### config.mk
export PLATFORM = sky130hd
export DESIGN_NAME = fesr_ramp
export DESIGN_NICKNAME = d
export VERILOG_FILES = /design/src/fesr_pkg.sv /design/src/fesr_ramp.sv
export VERILOG_INCLUDE_DIRS = /design/src /design/src/src
export SDC_FILE = /design/constraint.sdc
export NUM_CORES = 1
export LEC_CHECK = 0
export ABC_AREA = 1
export BUFFER_PORTS_ARGS = -buffer_cell sky130_fd_sc_hd__buf_2
export CORE_MARGIN = 2
export CORE_UTILIZATION = 50
export CTS_BUF_LIST = sky130_fd_sc_hd__clkbuf_8
export DETAILED_ROUTE_END_ITERATION = 8
export GPL_ROUTABILITY_DRIVEN = 0
export PLACE_DENSITY = 0.7
export RECOVER_POWER = 25
export SLEW_MARGIN = 20
export SYNTH_ARGS = -nofsm -noshare
export SYNTH_HDL_FRONTEND = slang
export SYNTH_SLANG_ARGS = --single-unit
export TNS_END_PERCENT = 100
### constraint.sdc
create_clock -name pclk -period 6.4 [get_ports pclk]
set_input_delay 0.96 -clock pclk [delete_from_list [all_inputs] [get_ports pclk]]
set_output_delay 0.96 -clock pclk [all_outputs]
set_load 0.01 [all_outputs]
### src/fesr_params.svh
`ifndef FESR_PARAMS_SVH
`define FESR_PARAMS_SVH

// Byte addresses of the registers on the APB.
`define FESR_OFF_CONTROL 32'h0018_0000
`define FESR_OFF_STATUS 32'h0018_0004
`define FESR_OFF_CYCLE 32'h0018_0008
`define FESR_OFF_DAC_START 32'h0018_000C
`define FESR_OFF_DAC_END 32'h0018_0010
`define FESR_OFF_DAC_STEP 32'h0018_0014
`define FESR_OFF_SAT_STEP 32'h0018_0018

// Reset values of the writable registers.
`define FESR_RST_CONTROL 30'h0000_0000
`define FESR_RST_CYCLE 24'h00_0000
`define FESR_RST_DAC_START 14'h0FF0
`define FESR_RST_DAC_END 14'h0000
`define FESR_RST_DAC_STEP 18'h0_0000
`define FESR_RST_SAT_STEP 14'h0000

// Field widths and positions.
`define FESR_DAC_W 14
`define FESR_FRAC_W 10
`define FESR_CTRL_W 30
`define FESR_STAT_W 12
`define FESR_CYCLE_W 24
`define FESR_STEP_W 18
`define FESR_CTRL_FW_START_POS 1

`endif

### src/fesr_pkg.sv
package fesr_pkg;

    // Ramp control word, bit 29 down to bit 0.
    typedef struct packed {
        logic [13:0] rectifier_ramp_initial;
        logic [2:0] reserved;
        logic saturation_step_enable;
        logic ramp_done_irq_enable;
        logic delay_done_irq_enable;
        logic prebias_done_irq_enable;
        logic pcm_start_select;
        logic rectifier_ramp_enable;
        logic [1:0] master_select;
        logic slave_done_sync_enable;
        logic slave_delay_sync_enable;
        logic control_line_enable;
        logic firmware_start;
        logic ramp_enable;
    } fesr_ctrl_type;

    // Ramp status word, bit 11 down to bit 0.
    typedef struct packed {
        logic conversion_done_raw;
        logic ramp_done_latched;
        logic delay_done_latched;
        logic prebias_done_latched;
        logic converter_clipped_high;
        logic converter_clipped_low;
        logic end_of_conversion;
        logic prebias_in_progress;
        logic ramp_in_progress;
        logic ramp_done_raw;
        logic delay_done_raw;
        logic prebias_done_raw;
    } fesr_stat_type;

    // Ramp cycle timing word, bit 23 down to bit 0.
    typedef struct packed {
        logic [15:0] delay_cycles;
        logic reserved;
        logic [6:0] cycles_per_step;
    } fesr_cycle_type;

    // Error converter and pre-bias indications from the analog side.
    typedef struct packed {
        logic conversion_done_raw;
        logic end_of_conversion;
        logic converter_clipped_high;
        logic converter_clipped_low;
        logic prebias_in_progress;
        logic prebias_done;
    } fesr_fe_type;

    typedef enum logic [1:0] {
        FESR_IDLE = 2'b00,
        FESR_DELAY = 2'b01,
        FESR_RAMP = 2'b11
    } fesr_state_type;

endpackage

### src/fesr_ramp.sv
// Summary of operation
// - Hold a 14-bit rectifier ramp starting value in oscillator periods.
// - While saturated, step by saturation step if enabled, else by normal step.
// - Ramp-complete interrupt only while its enable bit is set; default off.
// - Delay-complete interrupt only while its enable bit is set; default off.
// - Pre-bias-complete interrupt only while its enable bit is set; default off.
// - Peak current mode starts from DAC value or filter output per select bit.
// - Rectifier ramp operates only while its enable bit is set.
// - Slave mode takes master pulses from channel 0, 1 or 2.
// - Slave-complete sync starts the ramp on master ramp-complete pulse.
// - Slave-delay sync starts the ramp on master delay-complete pulse.
// - Control line starts a ramp only while its enable bit is set.
// - Firmware start bit starts a ramp and is cleared by hardware.
// - Ramp runs under hardware only while ramp enable is set.
// - Latched ramp, delay and pre-bias completion flags are readable.
// - Raw ramp, delay and pre-bias completion flags are readable.
// - Report converter saturation at high and at low limit.
// - Busy flags for ramp in progress and pre-bias in progress.
// - Report raw conversion done and end of conversion.
// - Wait delay count steps, each cycles per step plus one; zero starts at once.
// - Each step lasts programmed value plus one switching cycles.
// - Ramp the DAC toward the 14-bit ending value.
// - Step is 18 bits: 8 whole counts and 10 fraction bits.
// - Saturation step gives counts to adjust; zero means no adjustment.
`include "fesr_params.svh"

module fesr_ramp (
    input wire logic pclk,
    input wire logic presetn,
    input wire logic psel,
    input wire logic penable,
    input wire logic pwrite,
    input wire logic [31:0] paddr,
    input wire logic [31:0] pwdata,
    output logic [31:0] prdata,
    output logic pready,
    output logic pslverr,
    input wire logic switch_cycle_tick,
    input wire logic control_line,
    input wire logic [2:0] master_delay_done,
    input wire logic [2:0] master_ramp_done,
    input wire logic peak_current_mode,
    input wire logic [13:0] filter_output,
    input wire fesr_pkg::fesr_fe_type front_end,
    output logic [13:0] dac_out,
    output logic ramp_irq,
    output logic delay_done_pulse,
    output logic ramp_done_pulse,
    output logic rectifier_ramp_run,
    output logic [13:0] rectifier_start_value
);

    localparam int ACC_W = `FESR_DAC_W + `FESR_FRAC_W;

    fesr_pkg::fesr_ctrl_type ctrl_reg;
    fesr_pkg::fesr_cycle_type cycle_reg;
    logic [13:0] dac_start_reg;
    logic [13:0] dac_end_reg;
    logic [17:0] dac_step_reg;
    logic [13:0] sat_step_reg;
    fesr_pkg::fesr_state_type state_reg;
    logic [6:0] step_cnt_reg;
    logic [15:0] delay_cnt_reg;
    logic [ACC_W-1:0] acc_reg;
    logic ramp_done_raw_reg;
    logic delay_done_raw_reg;
    logic ramp_done_lat_reg;
    logic delay_done_lat_reg;
    logic prebias_done_lat_reg;
    logic prebias_prev_reg;
    logic setup;
    logic wr_en;
    logic rd_status;
    logic start;
    logic step_evt;
    logic delay_end;
    logic saturated;
    logic [ACC_W-1:0] end_full;
    logic [ACC_W-1:0] inc;
    logic [ACC_W:0] acc_up;
    logic [ACC_W:0] end_plus;
    logic ramp_up;
    logic ramp_reached;
    logic [ACC_W-1:0] acc_next;
    fesr_pkg::fesr_stat_type status;

    // Picks the pulse of the master channel; select value 3 picks none.
    function automatic logic fesr_pick(input logic [2:0] pulses, input logic [1:0] sel);
        fesr_pick = (sel == 2'h3) ? 1'b0 : pulses[sel];
    endfunction

    // Bus phase decode.
    assign setup = psel && !penable;
    assign wr_en = psel && penable && pready && pwrite; // A write lands at the edge that completes the access.
    assign rd_status = setup && !pwrite && (paddr == `FESR_OFF_STATUS);

    // Start sources, all gated by the ramp enable.
    assign start = (state_reg == fesr_pkg::FESR_IDLE) && ctrl_reg.ramp_enable &&
        (ctrl_reg.firmware_start ||
         (ctrl_reg.control_line_enable && control_line) ||
         (ctrl_reg.slave_done_sync_enable && fesr_pick(master_ramp_done, ctrl_reg.master_select)) ||
         (ctrl_reg.slave_delay_sync_enable && fesr_pick(master_delay_done, ctrl_reg.master_select)));

    // A step ends after cycles per step plus one switching cycles.
    assign step_evt = switch_cycle_tick && (step_cnt_reg == cycle_reg.cycles_per_step);
    assign delay_end = step_evt && (delay_cnt_reg + 16'h0001 >= cycle_reg.delay_cycles);

    // Step size and the reach test of the accumulator.
    assign saturated = front_end.converter_clipped_high || front_end.converter_clipped_low;
    assign end_full = {dac_end_reg, {`FESR_FRAC_W{1'b0}}};
    assign inc = (saturated && ctrl_reg.saturation_step_enable) ?
        {sat_step_reg, {`FESR_FRAC_W{1'b0}}} :
        {6'h00, dac_step_reg};
    assign ramp_up = end_full > acc_reg;
    assign acc_up = {1'b0, acc_reg} + {1'b0, inc};
    assign end_plus = {1'b0, end_full} + {1'b0, inc};
    assign ramp_reached = ramp_up ? (acc_up >= {1'b0, end_full}) : ({1'b0, acc_reg} <= end_plus);
    assign acc_next = ramp_reached ? end_full : (ramp_up ? acc_up[ACC_W-1:0] : acc_reg - inc);

    // Status word as software reads it.
    always_comb begin
        status.conversion_done_raw = front_end.conversion_done_raw;
        status.ramp_done_latched = ramp_done_lat_reg;
        status.delay_done_latched = delay_done_lat_reg;
        status.prebias_done_latched = prebias_done_lat_reg;
        status.converter_clipped_high = front_end.converter_clipped_high;
        status.converter_clipped_low = front_end.converter_clipped_low;
        status.end_of_conversion = front_end.end_of_conversion;
        status.prebias_in_progress = front_end.prebias_in_progress;
        status.ramp_in_progress = (state_reg != fesr_pkg::FESR_IDLE);
        status.ramp_done_raw = ramp_done_raw_reg;
        status.delay_done_raw = delay_done_raw_reg;
        status.prebias_done_raw = front_end.prebias_done;
    end

    // APB answer: one access cycle, registered read data, error on unmapped address.
    always_ff @(posedge pclk or negedge presetn) begin
        if (!presetn) begin
            pready <= 1'b0;
            pslverr <= 1'b0;
            prdata <= 32'h0000_0000;
        end else begin
            pready <= setup;
            pslverr <= 1'b0;
            prdata <= 32'h0000_0000;
            if (setup) begin
                case (paddr)
                    `FESR_OFF_CONTROL: prdata <= {2'h0, ctrl_reg};
                    `FESR_OFF_STATUS: prdata <= {20'h0_0000, status};
                    `FESR_OFF_CYCLE: prdata <= {8'h00, cycle_reg};
                    `FESR_OFF_DAC_START: prdata <= {18'h0_0000, dac_start_reg};
                    `FESR_OFF_DAC_END: prdata <= {18'h0_0000, dac_end_reg};
                    `FESR_OFF_DAC_STEP: prdata <= {14'h0000, dac_step_reg};
                    `FESR_OFF_SAT_STEP: prdata <= {18'h0_0000, sat_step_reg};
                    default: pslverr <= 1'b1;
                endcase
            end
        end
    end

    // Control register; the start bit is cleared once the ramp logic has seen it.
    always_ff @(posedge pclk or negedge presetn) begin
        if (!presetn) begin
            ctrl_reg <= `FESR_RST_CONTROL;
        end else begin
            if ((state_reg != fesr_pkg::FESR_IDLE) || (start && ctrl_reg.firmware_start)) begin
                ctrl_reg.firmware_start <= 1'b0;
            end
            if (wr_en && (paddr == `FESR_OFF_CONTROL)) begin
                ctrl_reg <= pwdata[`FESR_CTRL_W-1:0];
                ctrl_reg.reserved <= 3'h0;
            end
        end
    end

    // Timing and DAC registers.
    always_ff @(posedge pclk or negedge presetn) begin
        if (!presetn) begin
            cycle_reg <= `FESR_RST_CYCLE;
            dac_start_reg <= `FESR_RST_DAC_START;
            dac_end_reg <= `FESR_RST_DAC_END;
            dac_step_reg <= `FESR_RST_DAC_STEP;
            sat_step_reg <= `FESR_RST_SAT_STEP;
        end else if (wr_en) begin
            case (paddr)
                `FESR_OFF_CYCLE: cycle_reg <= {pwdata[23:8], 1'b0, pwdata[6:0]};
                `FESR_OFF_DAC_START: dac_start_reg <= pwdata[13:0];
                `FESR_OFF_DAC_END: dac_end_reg <= pwdata[13:0];
                `FESR_OFF_DAC_STEP: dac_step_reg <= pwdata[`FESR_STEP_W-1:0];
                `FESR_OFF_SAT_STEP: sat_step_reg <= pwdata[13:0];
                default: cycle_reg <= cycle_reg;
            endcase
        end
    end

    // Sequencer: idle, delay, ramp; disabling the ramp aborts to idle.
    always_ff @(posedge pclk or negedge presetn) begin
        if (!presetn) begin
            state_reg <= fesr_pkg::FESR_IDLE;
        end else if (!ctrl_reg.ramp_enable) begin
            state_reg <= fesr_pkg::FESR_IDLE;
        end else begin
            case (state_reg)
                fesr_pkg::FESR_IDLE: begin
                    if (start) begin
                        state_reg <= (cycle_reg.delay_cycles == 16'h0000) ?
                            fesr_pkg::FESR_RAMP : fesr_pkg::FESR_DELAY;
                    end
                end
                fesr_pkg::FESR_DELAY: begin
                    if (delay_end) begin
                        state_reg <= fesr_pkg::FESR_RAMP;
                    end
                end
                fesr_pkg::FESR_RAMP: begin
                    if (step_evt && ramp_reached) begin
                        state_reg <= fesr_pkg::FESR_IDLE;
                    end
                end
                default: state_reg <= fesr_pkg::FESR_IDLE;
            endcase
        end
    end

    // Switching-cycle and delay counters.
    always_ff @(posedge pclk or negedge presetn) begin
        if (!presetn) begin
            step_cnt_reg <= 7'h00;
            delay_cnt_reg <= 16'h0000;
        end else if (state_reg == fesr_pkg::FESR_IDLE) begin
            step_cnt_reg <= 7'h00;
            delay_cnt_reg <= 16'h0000;
        end else if (switch_cycle_tick) begin
            step_cnt_reg <= step_evt ? 7'h00 : step_cnt_reg + 7'h01;
            if (step_evt && (state_reg == fesr_pkg::FESR_DELAY)) begin
                delay_cnt_reg <= delay_cnt_reg + 16'h0001;
            end
        end
    end

    // DAC accumulator, loaded at start and stepped once per step.
    always_ff @(posedge pclk or negedge presetn) begin
        if (!presetn) begin
            acc_reg <= {ACC_W{1'b0}};
        end else if (start) begin
            acc_reg <= {(peak_current_mode && ctrl_reg.pcm_start_select) ? filter_output : dac_start_reg,
                {`FESR_FRAC_W{1'b0}}};
        end else if ((state_reg == fesr_pkg::FESR_RAMP) && step_evt) begin
            acc_reg <= acc_next;
        end
    end

    // Raw completion flags, cleared by the next start; pulses for slave channels.
    always_ff @(posedge pclk or negedge presetn) begin
        if (!presetn) begin
            ramp_done_raw_reg <= 1'b0;
            delay_done_raw_reg <= 1'b0;
            delay_done_pulse <= 1'b0;
            ramp_done_pulse <= 1'b0;
        end else begin
            delay_done_pulse <= ctrl_reg.ramp_enable && ((start && cycle_reg.delay_cycles == 16'h0000) ||
                (state_reg == fesr_pkg::FESR_DELAY && delay_end));
            ramp_done_pulse <= ctrl_reg.ramp_enable && state_reg == fesr_pkg::FESR_RAMP && step_evt && ramp_reached;
            if (start) begin
                ramp_done_raw_reg <= 1'b0;
                delay_done_raw_reg <= 1'b0;
            end else begin
                ramp_done_raw_reg <= ramp_done_raw_reg || ramp_done_pulse;
                delay_done_raw_reg <= delay_done_raw_reg || delay_done_pulse;
            end
        end
    end

    // Latched flags clear on a status read; a new event in that cycle wins.
    always_ff @(posedge pclk or negedge presetn) begin
        if (!presetn) begin
            ramp_done_lat_reg <= 1'b0;
            delay_done_lat_reg <= 1'b0;
            prebias_done_lat_reg <= 1'b0;
            prebias_prev_reg <= 1'b0;
        end else begin
            prebias_prev_reg <= front_end.prebias_done;
            ramp_done_lat_reg <= ramp_done_pulse || (ramp_done_lat_reg && !rd_status);
            delay_done_lat_reg <= delay_done_pulse || (delay_done_lat_reg && !rd_status);
            prebias_done_lat_reg <= (front_end.prebias_done && !prebias_prev_reg) ||
                (prebias_done_lat_reg && !rd_status);
        end
    end

    // Outputs toward the DAC, the rectifier timing and the interrupt line.
    always_ff @(posedge pclk or negedge presetn) begin
        if (!presetn) begin
            dac_out <= 14'h0000;
            ramp_irq <= 1'b0;
            rectifier_ramp_run <= 1'b0;
            rectifier_start_value <= 14'h0000;
        end else begin
            dac_out <= acc_reg[ACC_W-1:`FESR_FRAC_W];
            ramp_irq <= (ramp_done_lat_reg && ctrl_reg.ramp_done_irq_enable) ||
                (delay_done_lat_reg && ctrl_reg.delay_done_irq_enable) ||
                (prebias_done_lat_reg && ctrl_reg.prebias_done_irq_enable);
            rectifier_ramp_run <= ctrl_reg.rectifier_ramp_enable && (state_reg == fesr_pkg::FESR_RAMP);
            rectifier_start_value <= ctrl_reg.rectifier_ramp_initial;
        end
    end

    // Checks on the sequencer, flags and interrupt.
    property p_fw_clear;
        @(posedge pclk) disable iff (!presetn)
        (start && ctrl_reg.firmware_start && !wr_en) |=> !ctrl_reg.firmware_start;
    endproperty
    a_fw_clear: assert property (p_fw_clear) else $error("Firmware start not cleared.");

    property p_irq_cause;
        @(posedge pclk) disable iff (!presetn)
        ramp_irq |-> $past((ramp_done_lat_reg && ctrl_reg.ramp_done_irq_enable) ||
            (delay_done_lat_reg && ctrl_reg.delay_done_irq_enable) ||
            (prebias_done_lat_reg && ctrl_reg.prebias_done_irq_enable));
    endproperty
    a_irq_cause: assert property (p_irq_cause) else $error("Interrupt without enabled flag.");

    property p_ramp_irq;
        @(posedge pclk) disable iff (!presetn)
        (ramp_done_lat_reg && ctrl_reg.ramp_done_irq_enable) |=> ramp_irq;
    endproperty
    a_ramp_irq: assert property (p_ramp_irq) else $error("Ramp done interrupt missing.");

    property p_delay_irq;
        @(posedge pclk) disable iff (!presetn)
        (delay_done_lat_reg && ctrl_reg.delay_done_irq_enable) |=> ramp_irq;
    endproperty
    a_delay_irq: assert property (p_delay_irq) else $error("Delay done interrupt missing.");

    property p_disabled_idle;
        @(posedge pclk) disable iff (!presetn)
        !ctrl_reg.ramp_enable |=> (state_reg == fesr_pkg::FESR_IDLE);
    endproperty
    a_disabled_idle: assert property (p_disabled_idle) else $error("Ramp ran while disabled.");

    property p_control_start;
        @(posedge pclk) disable iff (!presetn)
        ((state_reg == fesr_pkg::FESR_IDLE) && ctrl_reg.ramp_enable && ctrl_reg.control_line_enable &&
            control_line) |=> (state_reg != fesr_pkg::FESR_IDLE) || !ctrl_reg.ramp_enable;
    endproperty
    a_control_start: assert property (p_control_start) else $error("Control line did not start ramp.");

    property p_zero_delay;
        @(posedge pclk) disable iff (!presetn)
        (start && cycle_reg.delay_cycles == 16'h0000) |=> (state_reg == fesr_pkg::FESR_RAMP) ##0 delay_done_pulse;
    endproperty
    a_zero_delay: assert property (p_zero_delay) else $error("Zero delay did not ramp at once.");

    property p_delay_to_ramp;
        @(posedge pclk) disable iff (!presetn)
        (state_reg == fesr_pkg::FESR_DELAY && delay_end && ctrl_reg.ramp_enable) |=> delay_done_pulse ##1 delay_done_raw_reg;
    endproperty
    a_delay_to_ramp: assert property (p_delay_to_ramp) else $error("Delay done not flagged.");

    property p_step_len;
        @(posedge pclk) disable iff (!presetn)
        ((state_reg != fesr_pkg::FESR_IDLE) && ctrl_reg.ramp_enable && switch_cycle_tick && !step_evt) |=>
            (step_cnt_reg == $past(step_cnt_reg) + 7'h01);
    endproperty
    a_step_len: assert property (p_step_len) else $error("Step length wrong.");

    property p_busy;
        @(posedge pclk) disable iff (!presetn)
        ramp_done_pulse |-> (state_reg == fesr_pkg::FESR_IDLE) ##1 (dac_out == $past(dac_end_reg));
    endproperty
    a_busy: assert property (p_busy) else $error("Ramp did not end at the end value.");

    property p_rect;
        @(posedge pclk) disable iff (!presetn)
        rectifier_ramp_run |-> $past(ctrl_reg.rectifier_ramp_enable);
    endproperty
    a_rect: assert property (p_rect) else $error("Rectifier ramp ran while disabled.");

    c_full_ramp: cover property (@(posedge pclk) disable iff (!presetn) ramp_done_pulse);
    c_delay: cover property (@(posedge pclk) disable iff (!presetn)
        state_reg == fesr_pkg::FESR_DELAY ##1 state_reg == fesr_pkg::FESR_RAMP);
    c_irq: cover property (@(posedge pclk) disable iff (!presetn) $rose(ramp_irq));

endmodule // fesr_ramp

## Word level (Yosys, flattened, before mapping)

Cells that the tools add are included.

- Equality and inequality tests: 14
- Mux-type cells: 33
- Order comparisons: 5
- Reductions and logical operators: 66
- Add/sub/neg operators: 5

Operators by type and width:

| kind | number |
|---|---|
| equality test 32 x 21 -> 1 bit (second input constant) | 7 |
| one-hot mux 30 bit (7 select lines) | 1 |
| two-way mux 24 bit | 5 |
| adder 24 x 24 -> 25 bit | 2 |
| two-way mux 16 bit | 3 |
| logical AND 1 bit | 34 |
| two-way mux 30 bit | 1 |
| >= comparator 25 x 24 -> 1 bit | 1 |
| <= comparator 24 x 25 -> 1 bit | 1 |
| > comparator 24 bit | 1 |
| subtractor 24 bit | 1 |
| two-way mux 7 bit | 3 |
| adder 16 x 1 -> 16 bit (second input constant) | 1 |
| >= comparator 16 bit | 1 |
| zero test 16 bit | 1 |
| two-way mux 14 bit | 1 |
| logical OR 1 bit | 13 |
| two-way mux 2 bit | 6 |
| AND reduction 2 bit | 6 |
| two-way mux 1 bit | 10 |
| nonzero test 2 bit | 5 |
| inequality test 3 bit (second input constant) | 3 |
| adder 7 x 1 -> 7 bit (second input constant) | 1 |
| equality test 7 bit | 1 |
| other kinds (9) | 14 |

- Bits of input ports: 98
- Output and inout bits: 66
- Flip-flop bits (word level): 231

## Depth between registers and ports, before layout

Gate-level depths: netlist (run 1).

- Depth in word-level cells: 11
- Gate-level depth with buffers: 34
- Mapped depth without buffers: 33

## Least setup slack after synthesis (run 1)

No wires, ideal clock.

- Path kind: input port to flip-flop
- Start point: input port front_end[3] in the netlist's numbering
- End point: register acc_reg[13]
- Buffers on the path: 2
- Arrival time: 4561 ps
- Path slack: 1709 ps
- Cell stages on the path: 30
- Path through: o21ai_1 > clkinv_1 > nor2_1 > inv_1 > ha_1 > buf_4 > inv_1 > a21oi_1 > nand3_1 > nand2_1 > nand2_1 > a21oi_1 > o21bai_2 > nand2_1 > nand2_1 > nand2_1 > nand2_1 > ha_1 > nand2_1 > nor2_1 > nand3_1 > nor2_1 > nand3_1 > nor3_1 > nand4_1 > nand3_1 > nand2_2 > buf_2 > o211ai_1 > nand3_1

- Longest elaborated chain between the ends: 9

RTL lines:

| item | line | RTL |
|---|---|---|
| start, declared | fesr_ramp.sv:44 | `input wire fesr_pkg::fesr_fe_type front_end,` |
| logical OR 1 bit * | fesr_ramp.sv:109 | `assign saturated = front_end.converter_clipped_high \|\| front_end.converter_clipped_low;` |
| logical AND 1 bit * | fesr_ramp.sv:111 | `assign inc = (saturated && ctrl_reg.saturation_step_enable) ?` |
| two-way mux 24 bit * | fesr_ramp.sv:111 |  |
| adder 24 x 24 -> 25 bit (on tied branches) | fesr_ramp.sv:116, fesr_ramp.sv:115 |  |
| <= comparator 24 x 25 -> 1 bit or >= comparator 25 x 24 -> 1 bit (tied branches) | fesr_ramp.sv:117 | `assign ramp_reached = ramp_up ? (acc_up >= {1'b0, end_full}) : ({1'b0, acc_reg} <= end_plus);` |
| two-way mux 1 bit | fesr_ramp.sv:117 |  |
| two-way mux 24 bit * | fesr_ramp.sv:118 | `assign acc_next = ramp_reached ? end_full : (ramp_up ? acc_up[ACC_W-1:0] : acc_reg - inc);` |
| two-way mux 24 bit * | fesr_ramp.sv:248 | `end else if ((state_reg == fesr_pkg::FESR_RAMP) && step_evt) begin` |
| two-way mux 24 bit * | fesr_ramp.sv:245 | `end else if (start) begin` |
| end signal, assigned | fesr_ramp.sv:244 | `acc_reg <= {ACC_W{1'b0}};` |
| end signal, assigned | fesr_ramp.sv:246 | `acc_reg <= {(peak_current_mode && ctrl_reg.pcm_start_select) ? filter_output : dac_start_reg,` |
| end signal, assigned | fesr_ramp.sv:249 | `acc_reg <= acc_next;` |
| end, declared | fesr_ramp.sv:64 | `logic [ACC_W-1:0] acc_reg;` |

Every way passes the cells marked *; elsewhere a longest branch is shown, timed or not. The select of a mux whose other input is x is not followed.
A chain may end at the register's enable or synchronous reset.

## Worst setup path after layout (run 1)

Ends and elaborated chain as after synthesis.

==> qor.yml, run 1 <==
outcome:
  status: "complete, but fails checks"
  violations: "max-capacitance violations, max-slew violations"
floorplan:
  rows: 63
  die_w_um: 177.8
  start_util_pct: 50.80
  die-area_um2: 31600
  ios: 164
  core-area_um2: 29720
  die_y_um: 177.8
synthesis:
  syn-instance-count: 2008
  synth_top_area_share_pct: 36.63
  muxShareOfSynthArea_pct: 0
  synth.most_common_cell: "nand2_1"
  synth.cell_area_um2: 15100
  synthTopCellsByCount: "nand2_1 (473), inv_1 (284), dfrtp_1 (221)"
  synth-seq-cells: 229
  synthAdderAreaFrac_pct: 10.59
  syn_avg_cell_area_um2: 7.518
  yosys_warnings: 0
  synthDistinctLibCells: 60
  synth_edf_count: 0
  synth_ff_type: "dfrtp_1"
  yosys.area_share.simple_pct: 22.54
  synth_compound_area_share_pct: 16.36
  netlist.top_cell.by_area: "dfrtp_1"
  synth_xor_area_share_pct: 2.843
  synth-seq-area-share_pct: 38.03
  synth_top_family_by_area: "simple AND/OR/NAND/NOR gates"
  synth_area_leaders: "dfrtp_1 (37%), nand2_1 (12%), ha_1 (10%)"
  async_flop_share_pct: 100.0
global_route:
  antenna_found_initial: 5
  overflow: 0
  grt_first_pass_wirelength_mm: 73.60
  track_usage_pct: 30.07
  grt_pass1_vias: 13960
  grt_max_degree: 168
route:
  dr.first_iter.drc_count: 1172
  antenna_left: 0
  drt_wl_total_mm: 47.01
  viasPerCell: 5.569
  wire_per_inst_um: 18.18
  vias: 14400
  drc_errors: 0
  drt-pass1-iter-count: 5
worst_hold_path:
  hold_path_depth: 0
  hold_path.class: "reg2reg"
  min_from: "ctrl_reg[21]$_DFFE_PN0P_"
  min_to: "rectifier_start_value[5]$_DFF_PN0_"
power:
  power_mw: 3.130
  vdd_drop_max_mv: 0.1899
  power_leakage_nw: 8.557
  powerDensity_nw_per_um2: 183.2
clocking:
  cts.htree.levels: 2
  path_clk_slew_ns: 0.06
  cts_tree: "built"
  postCtsHoldBufs: 0
  cts.path.max_buffers: 3
  cts_root_buffer: "clkbuf_8"
  post_cts_resized: 0
  clock_sinks: 229
  cts_setup_buffers: 0
  cts-buffers-inserted: 41
  insertion_delay_ns: 0.57
sta:
  fin_setup_tns_ns: 0
  fin_skew_ns: 0.03502
  slew_headroom_pct: -149.6
  setup_viol: 0
  tightest_slew_ns: 3.744
  report.final.slew_viol_count: 63
  grt_setup_unrepaired: "false"
  max_freq_mhz: 172.5
  period_share_pct: 90.58
  hold_viol_final: 0
  min_period_ns: 5.797
layout:
  drive_above_1_share_pct: 12.81
  final_core_util_pct: 57.48
  num-nets-final: 2385
  regArea_um2: 5741
  multiInputGateArea_um2: 7906
  fillers: 2802
  largest_register_ffs: 30
  area_growth_pct: 13.15
critical_path:
  r2r_setup_slack_ns: 0.75
  reg2reg_from: "ctrl_reg[12]$_DFFE_PN0P_"
  required_ns: 6.87
  start_kind: "input port"
  ff2ff_path_depth: 25
  critPathKind: "in2reg"
  critical_path.max_fanout: 23
  r2r-end: "acc_reg[13]$_DFFE_PN0P_"
  cp-end-kind: "flip-flop"
  arrival_ns: 6.27
placement:
  hpwl_mm: 35.81
  io_buffers: 159
run:
  max_cap_viol_count: 1
-- through the flow --
step	setup WS, ns	instance area, um2	hold WS (ns)	instances
2_1_floorplan	1.709	15100	0.3744	2009
3_5_place_dp	0.2778	16140	0.3874	2508
6_report	0.6029	17080	0.3921	2586
5_1_grt	0.4831	17080	0.4149	2585
3_3_place_gp	0.4262	16140	0.3847	2508
4_1_cts	0.8389	17090	0.3478	2584
-- final cells by class --
cell class,count,area share [%]
antenna,2,0.02930
clock inverter,21,1.113
timing repair buffer,172,5.289
sequential,229,33.61
tap,390,2.857
clock buffer,55,4.432
inverter,290,6.387
multi-input combinational,1427,46.29
-- per-layer routing --
| layer | share of wire [%] | global-route usage [%] |
|---|---|---|
| met1 | 41 | 39.43 |
| met2 | 46 | 48.34 |
| met3 | 8.2 | 6.020 |
| met4 | 4.4 | 13.01 |
| met5 | 0.053 | 0 |
-- worst max path at each step --
stage	start	slack, ns	cells after the start	endpoint
CTS	front_end[3]	0.84	26	acc_reg[13]$_DFFE_PN0P_
detailed placement	front_end[3]	0.28	26	acc_reg[13]$_DFFE_PN0P_
finish	front_end[3]	0.60	26	acc_reg[13]$_DFFE_PN0P_
floorplan	front_end[3]	1.71	30	acc_reg[13]$_DFFE_PN0P_
global placement	front_end[3]	0.43	26	acc_reg[13]$_DFFE_PN0P_
global route	front_end[3]	0.48	27	acc_reg[11]$_DFFE_PN0P_
-- cells by family after synthesis --
kind of cell | count (synthesis)
DFF | 229
xor gates and xnor gates | 49
AOI/OAI and AO/OA | 444
and+or+nand+nor | 806
adders and majority gates | 126
other | 1
buffers and inverters | 353
-- critical path, stage by stage --
cell and delay, ns:
buf_2 0.11, o21ai_1 0.21, buf_4 0.31, o21ai_0 0.33, ha_1 0.58, inv_1 0.10, nor2_1 0.14, inv_1 0.10
nor4_1 0.45, nand3_1 0.23, nand3_1 0.19, xor2_1 0.25, ha_1 0.16, nand2_1 0.08, nor2_1 0.14, nand3_1 0.08
nor2_1 0.22, nand3_1 0.11, nor3_1 0.18, nand4_1 0.19, nand3_1 0.18, nand2_2 0.26, buf_4 0.26, o21ai_0 0.14
o211ai_1 0.17, nand3_1 0.12
-- layout by cell type (no fill, tap or decap), types with 7 or more instances in the layout --
| master | synthesis | layout |
|---|---|---|
| ha_1 | 123 | 123 |
| inv_1 | 284 | 296 |
| nor4_1 | 11 | 11 |
| o32ai_1 | 9 | 9 |
| nand3_1 | 99 | 99 |
| nand2_1 | 473 | 473 |
| nor2_1 | 142 | 143 |
| nand4_1 | 18 | 18 |
| o21ai_0 | 194 | 194 |
| nand2_2 | 8 | 8 |
| a21oi_1 | 139 | 139 |
| o21ai_2 | 7 | 7 |
| o21bai_1 | 9 | 9 |
| nor3_1 | 29 | 29 |
| dfstp_2 | 8 | 8 |
| buf_4 | 6 | 12 |
| buf_2 | 17 | 157 |
| clkbuf_8 | 0 | 55 |
| a21o_1 | 8 | 8 |
| o21ai_1 | 17 | 17 |
| dfrtp_1 | 221 | 221 |
| xnor2_1 | 8 | 8 |
| xor2_1 | 41 | 41 |
| o22ai_1 | 23 | 23 |
| o211ai_1 | 14 | 14 |
-- report_power, final --
| part | internal, mW | switching [mW] | total (mW) | leakage (nW) |
|---|---|---|---|---|
| sequential | 1.45 | 0.00468 | 1.46 | 2.99 |
| combinational | 0.0402 | 0.0771 | 0.117 | 5.04 |
| clock | 0.898 | 0.657 | 1.56 | 0.528 |
| total | 2.39 | 0.739 | 3.13 | 8.56 |
(Power assumes the default switching activity.)
==> run 2: changes to the inputs <==
CORE_MARGIN = 1.5   (was 2)
CORE_UTILIZATION = 34   (was 50)
PLACE_DENSITY = default   (was 0.7)
SLEW_MARGIN = default   (was 20)
==> run 2 against run 1 <==
Effect of this change: the run still ends with max-capacitance violations, max-slew violations left; routed wire length up 7.2%; sequential share of layout area down 0.65 points; clock skew down 0.017 ns; power up 3.1%; largest power group unchanged; fmax decreased by 1.6%; final cell count grew 8.1%; count of clock-buffer cells in the layout is 2 higher; sequential power is essentially flat; final area grew 2.0%; flip-flop and latch count stayed put; core utilization is 18 points lower; first-iteration DRC count is 12% lower.
==> qor.yml, run 2 (synthesis gave the netlist of run 1 again) <==
global_route:
  track_usage_pct: 22.31  # -7.8 points
  grt_max_degree: 176  # +4.8%
  grt_first_pass_wirelength_mm: 77.67  # +5.5%
  grt_pass1_vias: 13800  # -1.1%
  antenna_found_initial: 3  # -2
  overflow: 0  # unchanged
outcome:
  status: "complete, but fails checks"
  violations: "max-capacitance violations, max-slew violations"
placement:
  hpwl_mm: 38.56  # +7.7%
  post-place-ws_ns: 0.1365  # -0.1413 ns
  io_buffers: 159  # unchanged
  dpl_cell_area_um2: 16430  # +1.8%
  dp.cells: 2715  # +8.3%
layout:
  fillers: 4554  # +63%
  final_common_cell: "nand2_1"
  area_growth_pct: 15.38
  largest_register_ffs: 30  # unchanged
  finalInstanceArea_um2: 17420  # +2.0%
  num-nets-final: 2393  # +0.34%
  final_cells: 2795  # +8.1%
  mostFrequentLayoutCells: "nand2_1 (473), inv_1 (293), dfrtp_1 (221)"
  final_core_util_pct: 39.56  # -18 points
  drive_above_1_share_pct: 13.26  # +0.45 points
sta:
  layout_setup_ws_ns: 0.5090  # -0.09396 ns
  period_share_pct: 92.05  # +1.5 points
  slew_headroom_pct: -114.3  # +35 points
  fin_setup_tns_ns: 0  # unchanged
  max_freq_mhz: 169.8  # -1.6%
  min_period_ns: 5.891  # +0.09396 ns
  grt_setup_unrepaired: "false"
  report.final.slew_viol_count: 232  # +270%
  tightest_slew_ns: 3.215  # -0.5297 ns
  hold_viol_final: 0  # unchanged
  hold_ws_ns: 0.3981  # +0.005974 ns
  setup_viol: 0  # unchanged
  fin_skew_ns: 0.01792  # -0.01710 ns
clocking:
  cts_tree: "built"
  post_cts_resized: 0  # unchanged
  cts.htree.levels: 2  # unchanged
  postCtsHoldBufs: 0  # unchanged
  cts_setup_buffers: 0  # unchanged
  cts-buffers-inserted: 44  # +7.3%
  cts_root_buffer: "clkbuf_8"
  clock_sinks: 229  # unchanged
  insertion_delay_ns: 0.59  # +0.02 ns
  cts.path.max_buffers: 3  # unchanged
  path_clk_slew_ns: 0.06  # about the same
power:
  vdd_drop_max_mv: 0.1445  # -24%
  powerDensity_nw_per_um2: 185.4  # +1.2%
  power_leakage_nw: 8.600  # +0.50%
  clockPowerShare_pct: 51.2  # +1.5 points
  sw_frac_of_total_pct: 23.81  # +0.19 points
  power_mw: 3.228  # +3.1%
  switchingPower_mw: 0.7686  # +4.0%
  seqPwrFrac_pct: 45.2  # -1.4 points
  pwr-share-comb_pct: 3.7  # about the same
  p_int_mw: 2.460  # +2.9%
critical_path:
  arrival_ns: 6.36  # +0.09 ns
  start_kind: "input port"
  startpoint: "front_end[3]"
  reg2reg_from: "ctrl_reg[12]$_DFFE_PN0P_"
  crit_end: "acc_reg[17]$_DFFE_PN0P_"
  r2r_setup_slack_ns: 0.57  # -0.18 ns
  critPathKind: "in2reg"
  critical_path.max_fanout: 24  # +4.3%
  ff2ff_path_depth: 25  # unchanged
  r2r-end: "acc_reg[17]$_DFFE_PN0P_"
  cp-end-kind: "flip-flop"
  worst_path_max_delay_cell: "ha_1"
  slowest_delay_ns: 0.61  # +0.03 ns
  required_ns: 6.87  # about the same
  cp_common_cell: "nand3_1"
route:
  drt_wl_total_mm: 50.41  # +7.2%
  dr.first_iter.drc_count: 1035  # -12%
  viasPerCell: 5.076  # -8.9%
  drt-pass1-iter-count: 5  # unchanged
  antenna_left: 0  # unchanged
  drc_errors: 0  # unchanged
  wire_per_inst_um: 18.04  # -0.79%
  vias: 14190  # -1.5%
floorplan:
  ios: 164  # unchanged
  die_y_um: 213.7  # +20%
  die-area_um2: 45670  # +45%
  core-area_um2: 44030  # +48%
  rows: 77  # +22%
  start_util_pct: 34.29  # -17 points
  die_w_um: 213.7  # +20%
worst_hold_path:
  hold_path.class: "reg2reg"
run:
  max_cap_viol_count: 2  # +1
==> run 2: cell types whose count changed in the layout (fill, tap and decap cells not counted) <==
cell / change
buf_12: -1
buf_4: +5
bufinv_16: +1
clkbuf_4: +1
clkbuf_8: +2
clkinv_2: +2
clkinv_4: +1
diode_2: -1
inv_1: -3
inv_12: -1
inv_8: +1
==> run 2: final cells by class <==
type                       count  area, um2  area share, %
multi-input combinational   1427       7906          45.40
sequential                   229       5741          32.96
inverter                     290       1091          6.264
timing repair buffer         177      928.4          5.330
clock buffer                  57      784.5          4.504
tap                          592      740.7          4.253
clock inverter                22      222.7          1.279
antenna                        1      2.502        0.01437
==> run 2: routing by layer <==
| layer | vias up | share of wire (%) | GRT usage, % |
|---|---|---|---|
| met1 | 6648 | 43 | 28.84 |
| met4 | 4 | 3.1 | 8.111 |
| met3 | 101 | 7.3 | 4.071 |
| met5 | - | 0.054 | 0 |
| li1 | 6922 | - | - |
| met2 | 512 | 47 | 37.26 |
==> run 2: critical path, delay by kind of cell <==
family / cells / cell delay (ns)
buffers and inverters: 5 / 0.94
AO/OA/AOI/OAI: 2 / 0.58
XOR/XNOR: 1 / 0.27
adder cells (fa/ha/maj): 2 / 0.78
AND/OR/NAND/NOR: 16 / 2.81
==> run 2: worst min path at each step <==
stage / from / slack (ns) / cells after the start / end
6_report: ctrl_reg[25]$_DFFE_PN0P_ / 0.40 / 0 / rectifier_start_value[9]$_DFF_PN0_
4_1_cts: presetn / 0.26 / 1 / delay_cnt_reg[4]$_DFFE_PN0P_
5_1_grt: ctrl_reg[17]$_DFFE_PN0P_ / 0.42 / 0 / rectifier_start_value[1]$_DFF_PN0_
2_1_floorplan: ctrl_reg[16]$_DFFE_PN0P_ / 0.37 / 0 / rectifier_start_value[0]$_DFF_PN0_
3_3_place_gp: ctrl_reg[24]$_DFFE_PN0P_ / 0.38 / 0 / rectifier_start_value[8]$_DFF_PN0_
3_5_place_dp: ctrl_reg[21]$_DFFE_PN0P_ / 0.39 / 0 / rectifier_start_value[5]$_DFF_PN0_
==> run 2: power by group through the flow <==
stage          Sequential [mW]  Combinational [mW]  Clock, mW
2_1_floorplan             1.48              0.0402          0
3_3_place_gp              1.48               0.120          0
3_5_place_dp              1.48               0.124          0
4_1_cts                   1.46               0.124       1.70
5_1_grt                   1.46               0.134       1.76
6_report                  1.46               0.119       1.65
